## config.mk

```make
export PLATFORM = sky130hd
export DESIGN_NAME = vfc_capture
export DESIGN_NICKNAME = d
export VERILOG_FILES = /design/src/core/vfc_pkg.sv /design/src/core/vfc_capture.sv
export SDC_FILE = /design/constraint.sdc
export NUM_CORES = 1
export LEC_CHECK = 0
export BUFFER_PORTS_ARGS = -buffer_cell sky130_fd_sc_hd__buf_2
export CAP_MARGIN = 20
export CORE_ASPECT_RATIO = 1.2
export CORE_MARGIN = 5
export CORE_UTILIZATION = 40
export CTS_CLUSTER_DIAMETER = 40
export DETAILED_ROUTE_END_ITERATION = 10
export GPL_TIMING_DRIVEN = 0
export PLACE_DENSITY = 0.64
export SYNTH_ARGS = -nofsm -noshare
export SYNTH_HDL_FRONTEND = slang
export SYNTH_SLANG_ARGS = --single-unit
```

## constraint.sdc

```tcl
create_clock -name mclk -period 7.7 [get_ports mclk]
set_clock_uncertainty 0.1 [all_clocks]
set_input_delay 0.385 -clock mclk [delete_from_list [all_inputs] [get_ports mclk]]
set_output_delay 0.385 -clock mclk [all_outputs]
set_load 0.02 [all_outputs]
```

## src/core/vfc_pkg.sv

```systemverilog
// Behaviour
// - odd wanted during even: skip even and odd, lock on even, take odd.
// - odd wanted during odd: skip partial odd, lock on even, take next odd.
// - stop aborts capture at once, cancelling any transfer in progress.
// - after single shot, stay locked ignoring starts until a stop.
// - readable 4-bit capture status, values 0 to 15.
// - bit 0 toggles per stored even field, bit 1 per stored odd field.
// - bits 2 and 3 set on even/odd field captured, held until new start.
// - separate fields: even at base, odd at base plus even field size.
// - only one field type enabled, without interleave: that field is written at base.
// - interleave: both fields form one frame at base, lines interleaved.
// - end-of-field event raised per captured field, only while started.
// - end-of-field indication holds until host clears it.
// - xor of toggle flags gives parity of the stored field count, 1 odd.
// - 2-bit signal status: 0 none, 1 undefined, 2 present, 3 locked.
// - no video declared after 31 line periods without sync.
// - line lock after 32 good lines, dropped after 32 bad lines.
// - 8-bit captured-field counter wrapping 255 to 0.
// - counter clear command sets the field counter to zero.
// - even wanted during even: skip partial even and odd, take next even.
// - single shot takes one image per start.
// - continuous field mode alternates the two field regions.
`default_nettype none
package vfc_pkg;
	// ----------------------------------------
	// register map (byte addresses)
	// ----------------------------------------
	localparam logic [7:0] ADDR_CTRL    = 8'h00;
	localparam logic [7:0] ADDR_CMD     = 8'h04;
	localparam logic [7:0] ADDR_STATUS  = 8'h08;
	localparam logic [7:0] ADDR_SIGNAL  = 8'h0C;
	localparam logic [7:0] ADDR_COUNT   = 8'h10;
	localparam logic [7:0] ADDR_BASE    = 8'h14;
	localparam logic [7:0] ADDR_ESIZE   = 8'h18;
	localparam logic [7:0] ADDR_OSIZE   = 8'h1C;
	localparam logic [7:0] ADDR_LINELEN = 8'h20;
	localparam logic [7:0] ADDR_WADDR   = 8'h24;
	// ----------------------------------------
	// field positions
	// ----------------------------------------
	localparam int CTRL_INTERLEAVE = 0;
	localparam int CTRL_ONESHOT    = 1;
	localparam int CTRL_IRQ_EN     = 2;
	localparam int CTRL_WANT_EVEN  = 3;
	localparam int CTRL_WANT_ODD   = 4;
	localparam int CMD_START       = 0;
	localparam int CMD_STOP        = 1;
	localparam int CMD_CNT_CLR     = 2;
	localparam int CMD_EVT_CLR     = 3;
	localparam int STAT_EVENT      = 4;
	localparam int STAT_ACTIVE     = 5;
	// ----------------------------------------
	// reset values and timing
	// ----------------------------------------
	localparam logic [4:0]  CTRL_RESET       = 5'h18;
	localparam logic [31:0] READ_ZERO        = 32'h00000000;
	localparam logic [4:0]  NOSYNC_LINES     = 5'h1F;
	localparam logic [5:0]  LOCK_LINES       = 6'h20;
	localparam logic [15:0] LINE_TOL         = 16'h0001;
	localparam int          CLK_MHZ          = 125;
	localparam int          LINE_NS          = 64000;
	localparam int          LINE_CYCLES      = (LINE_NS * CLK_MHZ) / 1000;
	localparam logic [1:0]  SIG_NONE         = 2'h0;
	localparam logic [1:0]  SIG_PRESENT      = 2'h2;
	localparam logic [1:0]  SIG_LOCKED       = 2'h3;

	typedef enum { ST_IDLE, ST_SYNC, ST_WAIT_EVEN, ST_CAPTURE, ST_HOLD } vfc_state_type;

	// decoded video timing from the front end
	typedef struct packed {
		logic field_start;
		logic field_odd;
		logic field_end;
		logic hsync;
		logic pixel_valid;
	} vfc_video_type;

	// pixel write toward host memory
	typedef struct packed {
		logic        valid;
		logic [31:0] addr;
	} vfc_write_type;
endpackage : vfc_pkg
`default_nettype wire

```

## src/core/vfc_capture.sv

```systemverilog
// The APB interface to the registers and the address map were left to the implementer.
`default_nettype none
module vfc_capture
	import vfc_pkg::*;
(
	// clock and reset
	input  wire logic          mclk,
	input  wire logic          rst,
	// apb slave
	input  wire logic          psel,
	input  wire logic          penable,
	input  wire logic          pwrite,
	input  wire logic [7:0]    paddr,
	input  wire logic [31:0]   pwdata,
	output logic      [31:0]   prdata,
	output logic               pready,
	output logic               pslverr,
	// video stream
	input  wire vfc_video_type video,
	input  wire logic [1:0]    pixel_bytes,
	// memory writes
	output vfc_write_type      mem_wr,
	output logic               field_end_irq
);
	// ----------------------------------------
	// bus decode
	// ----------------------------------------
	wire           acc       = psel & penable & ~pready;
	// writes and commands commit at the edge that completes the transfer
	wire           wr        = psel & penable & pready & pwrite;
	wire           hit_ctrl  = paddr == ADDR_CTRL;
	wire           hit_cmd   = paddr == ADDR_CMD;
	wire           hit_base  = paddr == ADDR_BASE;
	wire           hit_esz   = paddr == ADDR_ESIZE;
	wire           hit_osz   = paddr == ADDR_OSIZE;
	wire           hit_ll    = paddr == ADDR_LINELEN;
	wire           mapped    = hit_ctrl | hit_cmd | hit_base | hit_esz | hit_osz | hit_ll
	                           | paddr == ADDR_STATUS | paddr == ADDR_SIGNAL | paddr == ADDR_COUNT
	                           | paddr == ADDR_WADDR;
	wire           cmd_start = wr & hit_cmd & pwdata[CMD_START];
	wire           cmd_stop  = wr & hit_cmd & pwdata[CMD_STOP];
	wire           field_count_clear = wr & hit_cmd & pwdata[CMD_CNT_CLR];
	wire           cmd_eclr  = wr & hit_cmd & pwdata[CMD_EVT_CLR];

	logic [4:0]    ctrl;
	logic [31:0]   base;
	logic [31:0]   even_size;
	logic [31:0]   odd_size;
	logic [15:0]   line_len;
	vfc_state_type state;
	logic [3:0]    status;
	logic          field_event;
	logic [7:0]    field_count;
	logic [1:0]    sig_status;
	logic          got_even_arm;
	logic          got_even;
	logic [31:0]   ptr_even;
	logic [31:0]   ptr_odd;
	logic [15:0]   line_pos;
	logic [15:0]   hs_pos;
	logic [4:0]    nosync_cnt;
	logic [5:0]    good_run;
	logic [5:0]    bad_run;
	logic          line_lock;
	logic [31:0]   since_hs;

	wire interleave_fields    = ctrl[CTRL_INTERLEAVE];
	wire one_capture_only     = ctrl[CTRL_ONESHOT];
	wire field_end_irq_enable = ctrl[CTRL_IRQ_EN];
	wire want_even   = ctrl[CTRL_WANT_EVEN] & (even_size != READ_ZERO);
	wire want_odd    = ctrl[CTRL_WANT_ODD] & (odd_size != READ_ZERO);

	// ----------------------------------------
	// capture sequencing
	// ----------------------------------------
	wire fs       = video.field_start;
	wire fe       = video.field_end;
	wire odd      = video.field_odd;
	wire this_ok  = odd ? want_odd : want_even;
	// a capture that starts with odd still waits for a whole even field first
	wire start_ok = fs & (odd ? (want_odd & ~want_even & got_even) : want_even);
	wire done_img = fe & state == ST_CAPTURE & this_ok
	                & (odd ? 1'b1 : ~want_odd);
	wire store    = state == ST_CAPTURE & video.pixel_valid & this_ok;
	wire [31:0] field_count_read = {24'h000000, field_count};

	vfc_state_type next_state;
	always_comb begin
		next_state = state;
		unique case (state)
			ST_IDLE: begin
				if (cmd_start) next_state = ST_SYNC;
			end
			ST_SYNC: begin
				// the field in flight is partial; wait for a boundary
				if (fs & want_odd & want_even & ~odd) next_state = ST_CAPTURE;
				else if (start_ok) next_state = ST_CAPTURE;
			end
			ST_WAIT_EVEN: next_state = ST_CAPTURE;
			ST_CAPTURE: begin
				if (done_img & one_capture_only) next_state = ST_HOLD;
			end
			ST_HOLD: next_state = ST_HOLD;
		endcase
		if (cmd_stop) next_state = ST_IDLE;
	end

	always_ff @(posedge mclk) begin
		if (rst) begin
			state    <= ST_IDLE;
			got_even <= 1'b0;
		end else begin
			state    <= next_state;
			// held until leaving sync, so a gap between field end and start is harmless
			got_even <= state == ST_SYNC & (got_even | fe & ~odd & got_even_arm);
		end
	end

	// an even field only counts as a sync point if seen from its start
	always_ff @(posedge mclk) begin
		if (rst | state != ST_SYNC) got_even_arm <= 1'b0;
		else if (fs) got_even_arm <= ~odd;
	end

	// ----------------------------------------
	// memory placement
	// ----------------------------------------
	wire [31:0] odd_base  = interleave_fields ? base + {16'h0000, line_len}
	                        : (want_even ? base + even_size : base);
	wire [31:0] next_ptr  = (odd ? ptr_odd : ptr_even) + {30'h00000000, pixel_bytes};
	wire        line_done = interleave_fields & line_pos + {14'h0000, pixel_bytes} >= line_len;

	always_ff @(posedge mclk) begin
		if (rst) begin
			ptr_even <= 32'h00000000;
			ptr_odd  <= 32'h00000000;
			line_pos <= 16'h0000;
			mem_wr   <= '0;
		end else begin
			mem_wr.valid <= store & ~cmd_stop;
			mem_wr.addr  <= odd ? ptr_odd : ptr_even;
			if (fs | state == ST_SYNC) begin
				ptr_even <= base;
				ptr_odd  <= odd_base;
				line_pos <= 16'h0000;
			end else if (store) begin
				// interleaved lines skip over the other field's line
				if (line_done) begin
					line_pos <= 16'h0000;
					if (odd) ptr_odd <= next_ptr + {16'h0000, line_len};
					else ptr_even <= next_ptr + {16'h0000, line_len};
				end else begin
					line_pos <= line_pos + {14'h0000, pixel_bytes};
					if (odd) ptr_odd <= next_ptr;
					else ptr_even <= next_ptr;
				end
			end
		end
	end

	// ----------------------------------------
	// status, event and counter
	// ----------------------------------------
	wire captured = fe & state == ST_CAPTURE & this_ok & ~cmd_stop;
	always_ff @(posedge mclk) begin
		if (rst) begin
			status      <= 4'h0;
			field_event <= 1'b0;
			field_count <= 8'h00;
		end else begin
			if (cmd_start & state == ST_IDLE) status[3:2] <= 2'h0;
			if (captured) begin
				status[odd]     <= ~status[odd];
				status[2 + odd] <= 1'b1;
			end
			// set beats clear in the same cycle
			if (captured & field_end_irq_enable) field_event <= 1'b1;
			else if (cmd_eclr) field_event <= 1'b0;
			if (field_count_clear) field_count <= 8'h00;
			else if (captured) field_count <= field_count + 8'h01;
		end
	end

	// ----------------------------------------
	// signal presence and line lock
	// ----------------------------------------
	logic hs_q;
	wire  hs_rise = video.hsync & ~hs_q;
	wire [15:0] dev = hs_pos > line_len ? hs_pos - line_len : line_len - hs_pos;
	wire  good_line = dev <= LINE_TOL;
	wire  line_tick = since_hs >= LINE_CYCLES[31:0];
	always_ff @(posedge mclk) begin
		if (rst) begin
			hs_q       <= 1'b0;
			hs_pos     <= 16'h0000;
			nosync_cnt <= NOSYNC_LINES;
			good_run   <= 6'h00;
			bad_run    <= 6'h00;
			line_lock  <= 1'b0;
			since_hs   <= 32'h00000000;
			sig_status <= SIG_NONE;
		end else begin
			hs_q <= video.hsync;
			if (hs_rise) begin
				hs_pos     <= 16'h0000;
				since_hs   <= 32'h00000000;
				nosync_cnt <= 5'h00;
				good_run   <= good_line ? (good_run == LOCK_LINES ? good_run : good_run + 6'h01) : 6'h00;
				bad_run    <= good_line ? 6'h00 : (bad_run == LOCK_LINES ? bad_run : bad_run + 6'h01);
			end else begin
				hs_pos <= hs_pos + 16'h0001;
				if (line_tick) begin
					since_hs <= 32'h00000000;
					if (nosync_cnt != NOSYNC_LINES) nosync_cnt <= nosync_cnt + 5'h01;
				end else since_hs <= since_hs + 32'h00000001;
			end
			if (good_run == LOCK_LINES) line_lock <= 1'b1;
			else if (bad_run == LOCK_LINES) line_lock <= 1'b0;
			sig_status <= nosync_cnt == NOSYNC_LINES ? SIG_NONE
			              : (line_lock ? SIG_LOCKED : SIG_PRESENT);
		end
	end

	// ----------------------------------------
	// register file
	// ----------------------------------------
	wire [31:0] rd_mux =
		hit_ctrl              ? {27'h0000000, ctrl} :
		paddr == ADDR_STATUS  ? {26'h0000000, state != ST_IDLE, field_event, status} :
		paddr == ADDR_SIGNAL  ? {30'h00000000, sig_status} :
		paddr == ADDR_COUNT   ? field_count_read :
		hit_base              ? base :
		hit_esz               ? even_size :
		hit_osz               ? odd_size :
		hit_ll                ? {16'h0000, line_len} :
		paddr == ADDR_WADDR   ? mem_wr.addr : READ_ZERO;

	always_ff @(posedge mclk) begin
		if (rst) begin
			ctrl          <= CTRL_RESET;
			base          <= 32'h00000000;
			even_size     <= 32'h00000000;
			odd_size      <= 32'h00000000;
			line_len      <= 16'h0000;
			prdata        <= 32'h00000000;
			pready        <= 1'b0;
			pslverr       <= 1'b0;
			field_end_irq <= 1'b0;
		end else begin
			// one wait state keeps read data registered
			pready  <= acc;
			pslverr <= acc & ~mapped;
			prdata  <= acc & ~pwrite ? rd_mux : 32'h00000000;
			if (wr & hit_ctrl) ctrl <= pwdata[4:0];
			if (wr & hit_base) base <= pwdata;
			if (wr & hit_esz) even_size <= pwdata;
			if (wr & hit_osz) odd_size <= pwdata;
			if (wr & hit_ll) line_len <= pwdata[15:0];
			field_end_irq <= field_event;
		end
	end

endmodule : vfc_capture
`default_nettype wire

```

### Word level (Yosys, flattened, before mapping)

Index checks and enable logic that the tools add are counted.

| word-level totals | value |
|---|---|
| register bits after elaboration | 381 |
| latch bits | 0 |
| bits in writable memories | 0 |
| bits in read-only memories | 0 |
| input port bits | 52 |
| output and inout bits | 68 |
| word-level logic and storage cells | 226 |
| memories | 0 |

| cells by class | value |
|---|---|
| add/sub/neg operators | 14 |
| $mul | 0 |
| div/mod/pow operators | 0 |
| magnitude comparators | 8 |
| eq/ne operators | 26 |
| shifts and indexed selects | 0 |
| muxes and demuxes | 54 |
| bitwise gates (word level) | 62 |
| reduce and logical (&&, ||, !) cells | 30 |

Operators with widths:

| cell | count |
|---|---|
| 32-bit two-way mux | 22 |
| 32-bit case mux with 5 select lines | 1 |
| 32-bit by 2-bit == test with 1-bit output, second input constant | 3 |
| 32-bit nonzero test | 3 |
| 32-bit by 16-bit adder with 32-bit output | 2 |
| 32-bit by 3-bit == test with 1-bit output, second input constant | 2 |
| 32-bit zero test | 2 |
| 1-bit AND | 39 |
| 6-bit two-way mux | 6 |
| 32-bit by 1-bit adder with 32-bit output, second input constant | 1 |
| 32-bit by 2-bit adder with 32-bit output | 1 |
| 32-bit adder | 1 |
| 32-bit by 1-bit == test with 1-bit output, second input constant | 1 |
| 8-bit by 5-bit == test with 1-bit output, second input constant | 4 |
| 32-bit by 13-bit >= comparator with 1-bit output, second input constant | 1 |
| 16-bit two-way mux | 2 |
| 32-bit by 2-bit inequality test with 1-bit output, second input constant | 1 |
| 16-bit subtractor | 2 |
| 5-bit two-way mux | 4 |
| 16-bit by 1-bit adder with 16-bit output, second input constant | 1 |
| 16-bit by 2-bit adder with 16-bit output | 1 |
| 8-bit by 4-bit == test with 1-bit output, second input constant | 2 |
| 8-bit by 6-bit == test with 1-bit output, second input constant | 2 |
| 16-bit >= comparator | 1 |
| other kinds (36) | 89 |

### Longest topological paths before layout

| logic depth | value |
|---|---|
| word-level depth | 12 |
| depth in mapped cells | 29 |
| mapped depth without buffers | 20 |

### Worst setup path after synthesis

Ideal clock, no wire load.

| timing path | value |
|---|---|
| path kind | input port to flip-flop |
| start point | in video[3] (netlist name) |
| end point | reg ptr_odd[31] |
| setup time | 0.120 ns |
| data arrival time | 5.855 ns |
| data required time | 7.480 ns |
| slack | 1.626 ns |
| stages | 29 |
| path buffers | 9 |
| cell sequence | buf_6 > buf_8 > buf_4 > buf_4 > buf_2 > clkbuf_1 > buf_1 > mux2_2 > ha_1 > fa_1 > inv_1 > a211oi_1 > buf_2 > nand3_1 > xnor2_1 > mux2i_1 > inv_1 > ha_1 > clkbuf_1 > a21oi_1 > o21a_1 > o21ai_0 > a21o_1 > o21bai_1 > nand4_2 > nor4_1 > xnor2_1 > a21oi_1 > a211o_1 |

| on the way | value |
|---|---|
| word-level cells in the longest chain between the ends | 7 |
| elaborated cells between the ends (all ways) | 13 |
| those cells by class | 2 x add/sub; 7 x mux; 1 x bitwise; 3 x reduce/logical |

RTL lines:

| what | RTL line | RTL |
|---|---|---|
| start: declaration | vfc_capture.sv:19 | `input wire vfc_video_type video,` |
| 32-bit two-way mux | vfc_capture.sv:130 | `wire [31:0] next_ptr = (odd ? ptr_odd : ptr_even) + {30'h00000000, pixel_bytes};` |
| 32-bit by 2-bit adder with 32-bit output | vfc_capture.sv:130 |  |
| 32-bit by 16-bit adder with 32-bit output | vfc_capture.sv:150 | `if (odd) ptr_odd <= next_ptr + {16'h0000, line_len};` |
| 32-bit two-way mux | vfc_capture.sv:150 |  |
| 32-bit two-way mux | vfc_capture.sv:148 | `if (line_done) begin` |
| 32-bit two-way mux | vfc_capture.sv:146 | `end else if (store) begin` |
| 32-bit two-way mux | vfc_capture.sv:142 | `if (fs \| state == ST_SYNC) begin` |
| end signal: assignment | vfc_capture.sv:144 | `ptr_odd <= odd_base;` |
| end signal: assignment | vfc_capture.sv:150 |  |
| end signal: assignment | vfc_capture.sv:154 | `if (odd) ptr_odd <= next_ptr;` |
| end: declaration | vfc_capture.sv:58 | `logic [31:0] ptr_odd;` |

Parallel ways exist; a longest one is shown, timed or not. The select of a mux whose other input is x is not followed.
A chain may end at the register's enable or synchronous reset.

### Worst setup path after layout

| timing path | value |
|---|---|
| start point | in video[3] (netlist name) |
| end point | reg ptr_odd[28] |

The elaborated chain is that of the path after synthesis.

==> flow_summary.json <==
{
  "status": "finished, final reports clean",
  "rsz0062_at_grt": "no",
  "gp_congestion": 0.9623,
  "antenna_found_initial": 0,
  "synth_cell_type_count": 87,
  "clock.fmax_ghz": 0.1358,
  "antenna_cells": 0,
  "critPathArrivalTime_ns": 7.76,
  "core.rowCount": 93,
  "grt_pass1_wl_mm": 124.5,
  "hold_viol": 0,
  "path_class": "in2reg",
  "yosysSeqAreaShare_pct": 32.50,
  "async_reset_ff_share_pct": 0,
  "use_met2_pct": 46.00,
  "cts-buffers-inserted": 51,
  "hold_class": "in2reg",
  "route.detailed.drc": 0,
  "htree_levels": 2,
  "drtIter0Drc": 1932,
  "wl_per_cell_um": 21.78,
  "critPathCaptureType": "register",
  "final_antenna_net_count": 0,
  "grt_pass1_vias": 21830,
  "syn-cell-area_sq_um": 21680,
  "port_buffers": 118,
  "tritoncts": "built",
  "layout.nets": 3178,
  "n_fill_cell": 5272,
  "pre_cts_ws_ns": -0.5028,
  "synth_cells": 2769,
  "cp_top_family": "buffers and inverters",
  "die_h_um": 265.0,
  "initial_core_util_pct": 40.42,
  "root_buffer": "clkbuf_16",
  "met3_usage_pct": 3.720,
  "worstSkewPairLatency_ns": 0.61,
  "final_common_cell": "nand2_1",
  "die_x_um": 222.5,
  "hpwl_mm": 65.04,
  "ctsLongestPathBuffers": 3,
  "setup_viol": 0,
  "clock_sinks": 352,
  "worstPathMaxFanout": 10,
  "viasPerCell": 5.892,
  "critPathMaxStageDelay_ns": 0.61,
  "powerDensity_nw_per_um2": 180.8,
  "cp.required_ns": 8.09,
  "drive_gt1_share_pct": 9.193,
  "synth_seq_cells": 352,
  "ys_warn_count": 0,
  "core_sq_um": 53640,
  "leakagePower_uw": 0.009726,
  "grt_util_met1_pct": 31.11,
  "placed_cells": 3619,
  "cp-start-kind": "input port",
  "clkTransAtPathRegs_ns": 0.06,
  "postCtsSetupBuffers": 0,
  "power_uw": 4590,
  "first_pass_iters": 8,
  "tightest_slew_ns": 1.106,
  "layout.cells.non_filler": 3747,
  "finalCritPeriodShare_pct": 95.64,
  "die_area_sq_um": 58980,
  "area_growth_syn_to_layout_pct": 17.10,
  "busiest_layer": "met2",
  "cap_violations": 0,
  "overflow": 0,
  "num_vias": 22080,
  "postLayoutSetupSlackWorst_ns": 0.3361,
  "wl_mm": 81.61,
  "io_pins": 120,
  "irDropWorstVdd_mv": 0.1524,
  "mostFrequentLayoutCells": "nand2_1, dfxtp_1, a21oi_1, nor2_1, buf_2",
  "crit_slowest_cell": "a211oi_1",
  "syn_area_per_cell_sq_um": 7.830,
  "crit_top_cell": "buf_2",
  "slew_headroom_pct": 26.02,
  "synth-main-ff-cell": "dfxtp_1",
  "timing.critical_path.buf_inv": 12,
  "layout_min_cycle_time_ns": 7.364,
  "grt_max_degree": 15,
  "whs_ns": 0.02635,
  "synth_edf_count": 0,
  "finalMaxSlewViolations": 0,
  "grt_use_total_pct": 26.38
}
final timing paths:
check | from | endpoint | slack [ns] | cells past startpoint
setup / recovery | video[3] | ptr_odd[28] | 0.34 | 30
hold reg to reg | line_lock | sig_status[0] | 0.36 | 1
setup reg to reg | ptr_odd[0] | ptr_odd[28] | 2.07 | 22
hold / removal | pwdata[3] | odd_size[3] | 0.03 | 3
synthesized netlist by cell type (32+ instances only):
master | count | area share [%]
nor4_1 | 40 | 1.2
inv_1 | 69 | 1.2
xor2_1 | 59 | 2.4
clkbuf_1 | 126 | 2.2
a21oi_1 | 298 | 6.9
nand2_1 | 407 | 7.0
o21ai_0 | 102 | 2.4
dfxtp_1 | 352 | 33
mux2i_1 | 62 | 2.9
nand4_1 | 37 | 1.1
nor3_1 | 47 | 1.1
and3_1 | 32 | 0.92
nand3_1 | 107 | 2.5
a22oi_1 | 39 | 1.4
a21o_1 | 49 | 1.7
nor2_1 | 247 | 4.3
ha_1 | 124 | 7.2
xnor2_1 | 96 | 3.9
a211oi_1 | 41 | 1.4
registers in the layout, summed over array words and instances (netlist names), 3 cells and up, named ones only:
name         flops
mem_wr          33
base            32
even_size       32
odd_size        32
prdata          32
ptr_even        32
ptr_odd         32
since_hs        32
hs_pos          16
line_len        16
line_pos        16
field_count      8
bad_run          6
good_run         6
ctrl             5
nosync_cnt       5
state            3
worst reg2reg max path: cells and delay by family (launching register included):
family	cells	cell delay [ns]
compound gates	8	1.88
xor+xnor	2	0.47
fa+ha+maj	3	0.66
simple gates	3	0.95
mux	2	0.36
flops	1	0.33
buf+inv	4	0.76
stage by stage:
step                      cell area [sq um]  setup TNS [ns]  util, %
final                                 25390               0    47.33
after CTS                             25390               0    47.33
after detailed placement              23250          -4.256    43.34
after floorplan                       21750               0        -
after global routing                  25390               0    47.33
after global placement                23230          -1.486    43.31
kinds of logic after synthesis:
kind of cell    synth area share (%)
compound gates                 23.08
xor+xnor                       6.261
fa+ha+maj                      7.802
buf+inv                        4.207
flops                          32.50
mux                            3.664
other cells                  0.01730
simple gates                   22.47
power by group:
part	internal (uW)	leakage (uW)	switching [uW]
Combinational	90.8	0.00600	179
Clock	1490	0.000875	978
Sequential	1840	0.00285	13.0
Total	3420	0.00973	1170
layer usage:
metal | wire length, um | share of wire [%] | up-vias
li1 | - | - | 10470
met3 | 5470 | 6.7 | 255
met5 | 0 | 0 | -
met4 | 5246 | 6.4 | 0
met2 | 38780 | 48 | 935
met1 | 32110 | 39 | 10420
cell type report:
type,instances,area [sq um],share of cell area (%)
Clock inverter,35,447.9,1.764
Clock buffer,58,1343,5.288
Sequential cell,352,7047,27.75
Timing Repair Buffer,155,957.2,3.770
Buffer,159,646.9,2.548
Multi-Input combinational cell,2205,13790,54.32
Tap cell,712,890.9,3.509
Inverter,71,266.5,1.050
what timing repair did:
| item | 4_1_cts | 5_1_grt |
|---|---|---|
| endpoints found under the hold margin | 106 | 0 |
| setup endpoints to repair | 0 | 5 |
| gates resized for setup | 0 | 1 |
| hold buffers | 35 | 0 |
Power figures use the tool's default switching activity.
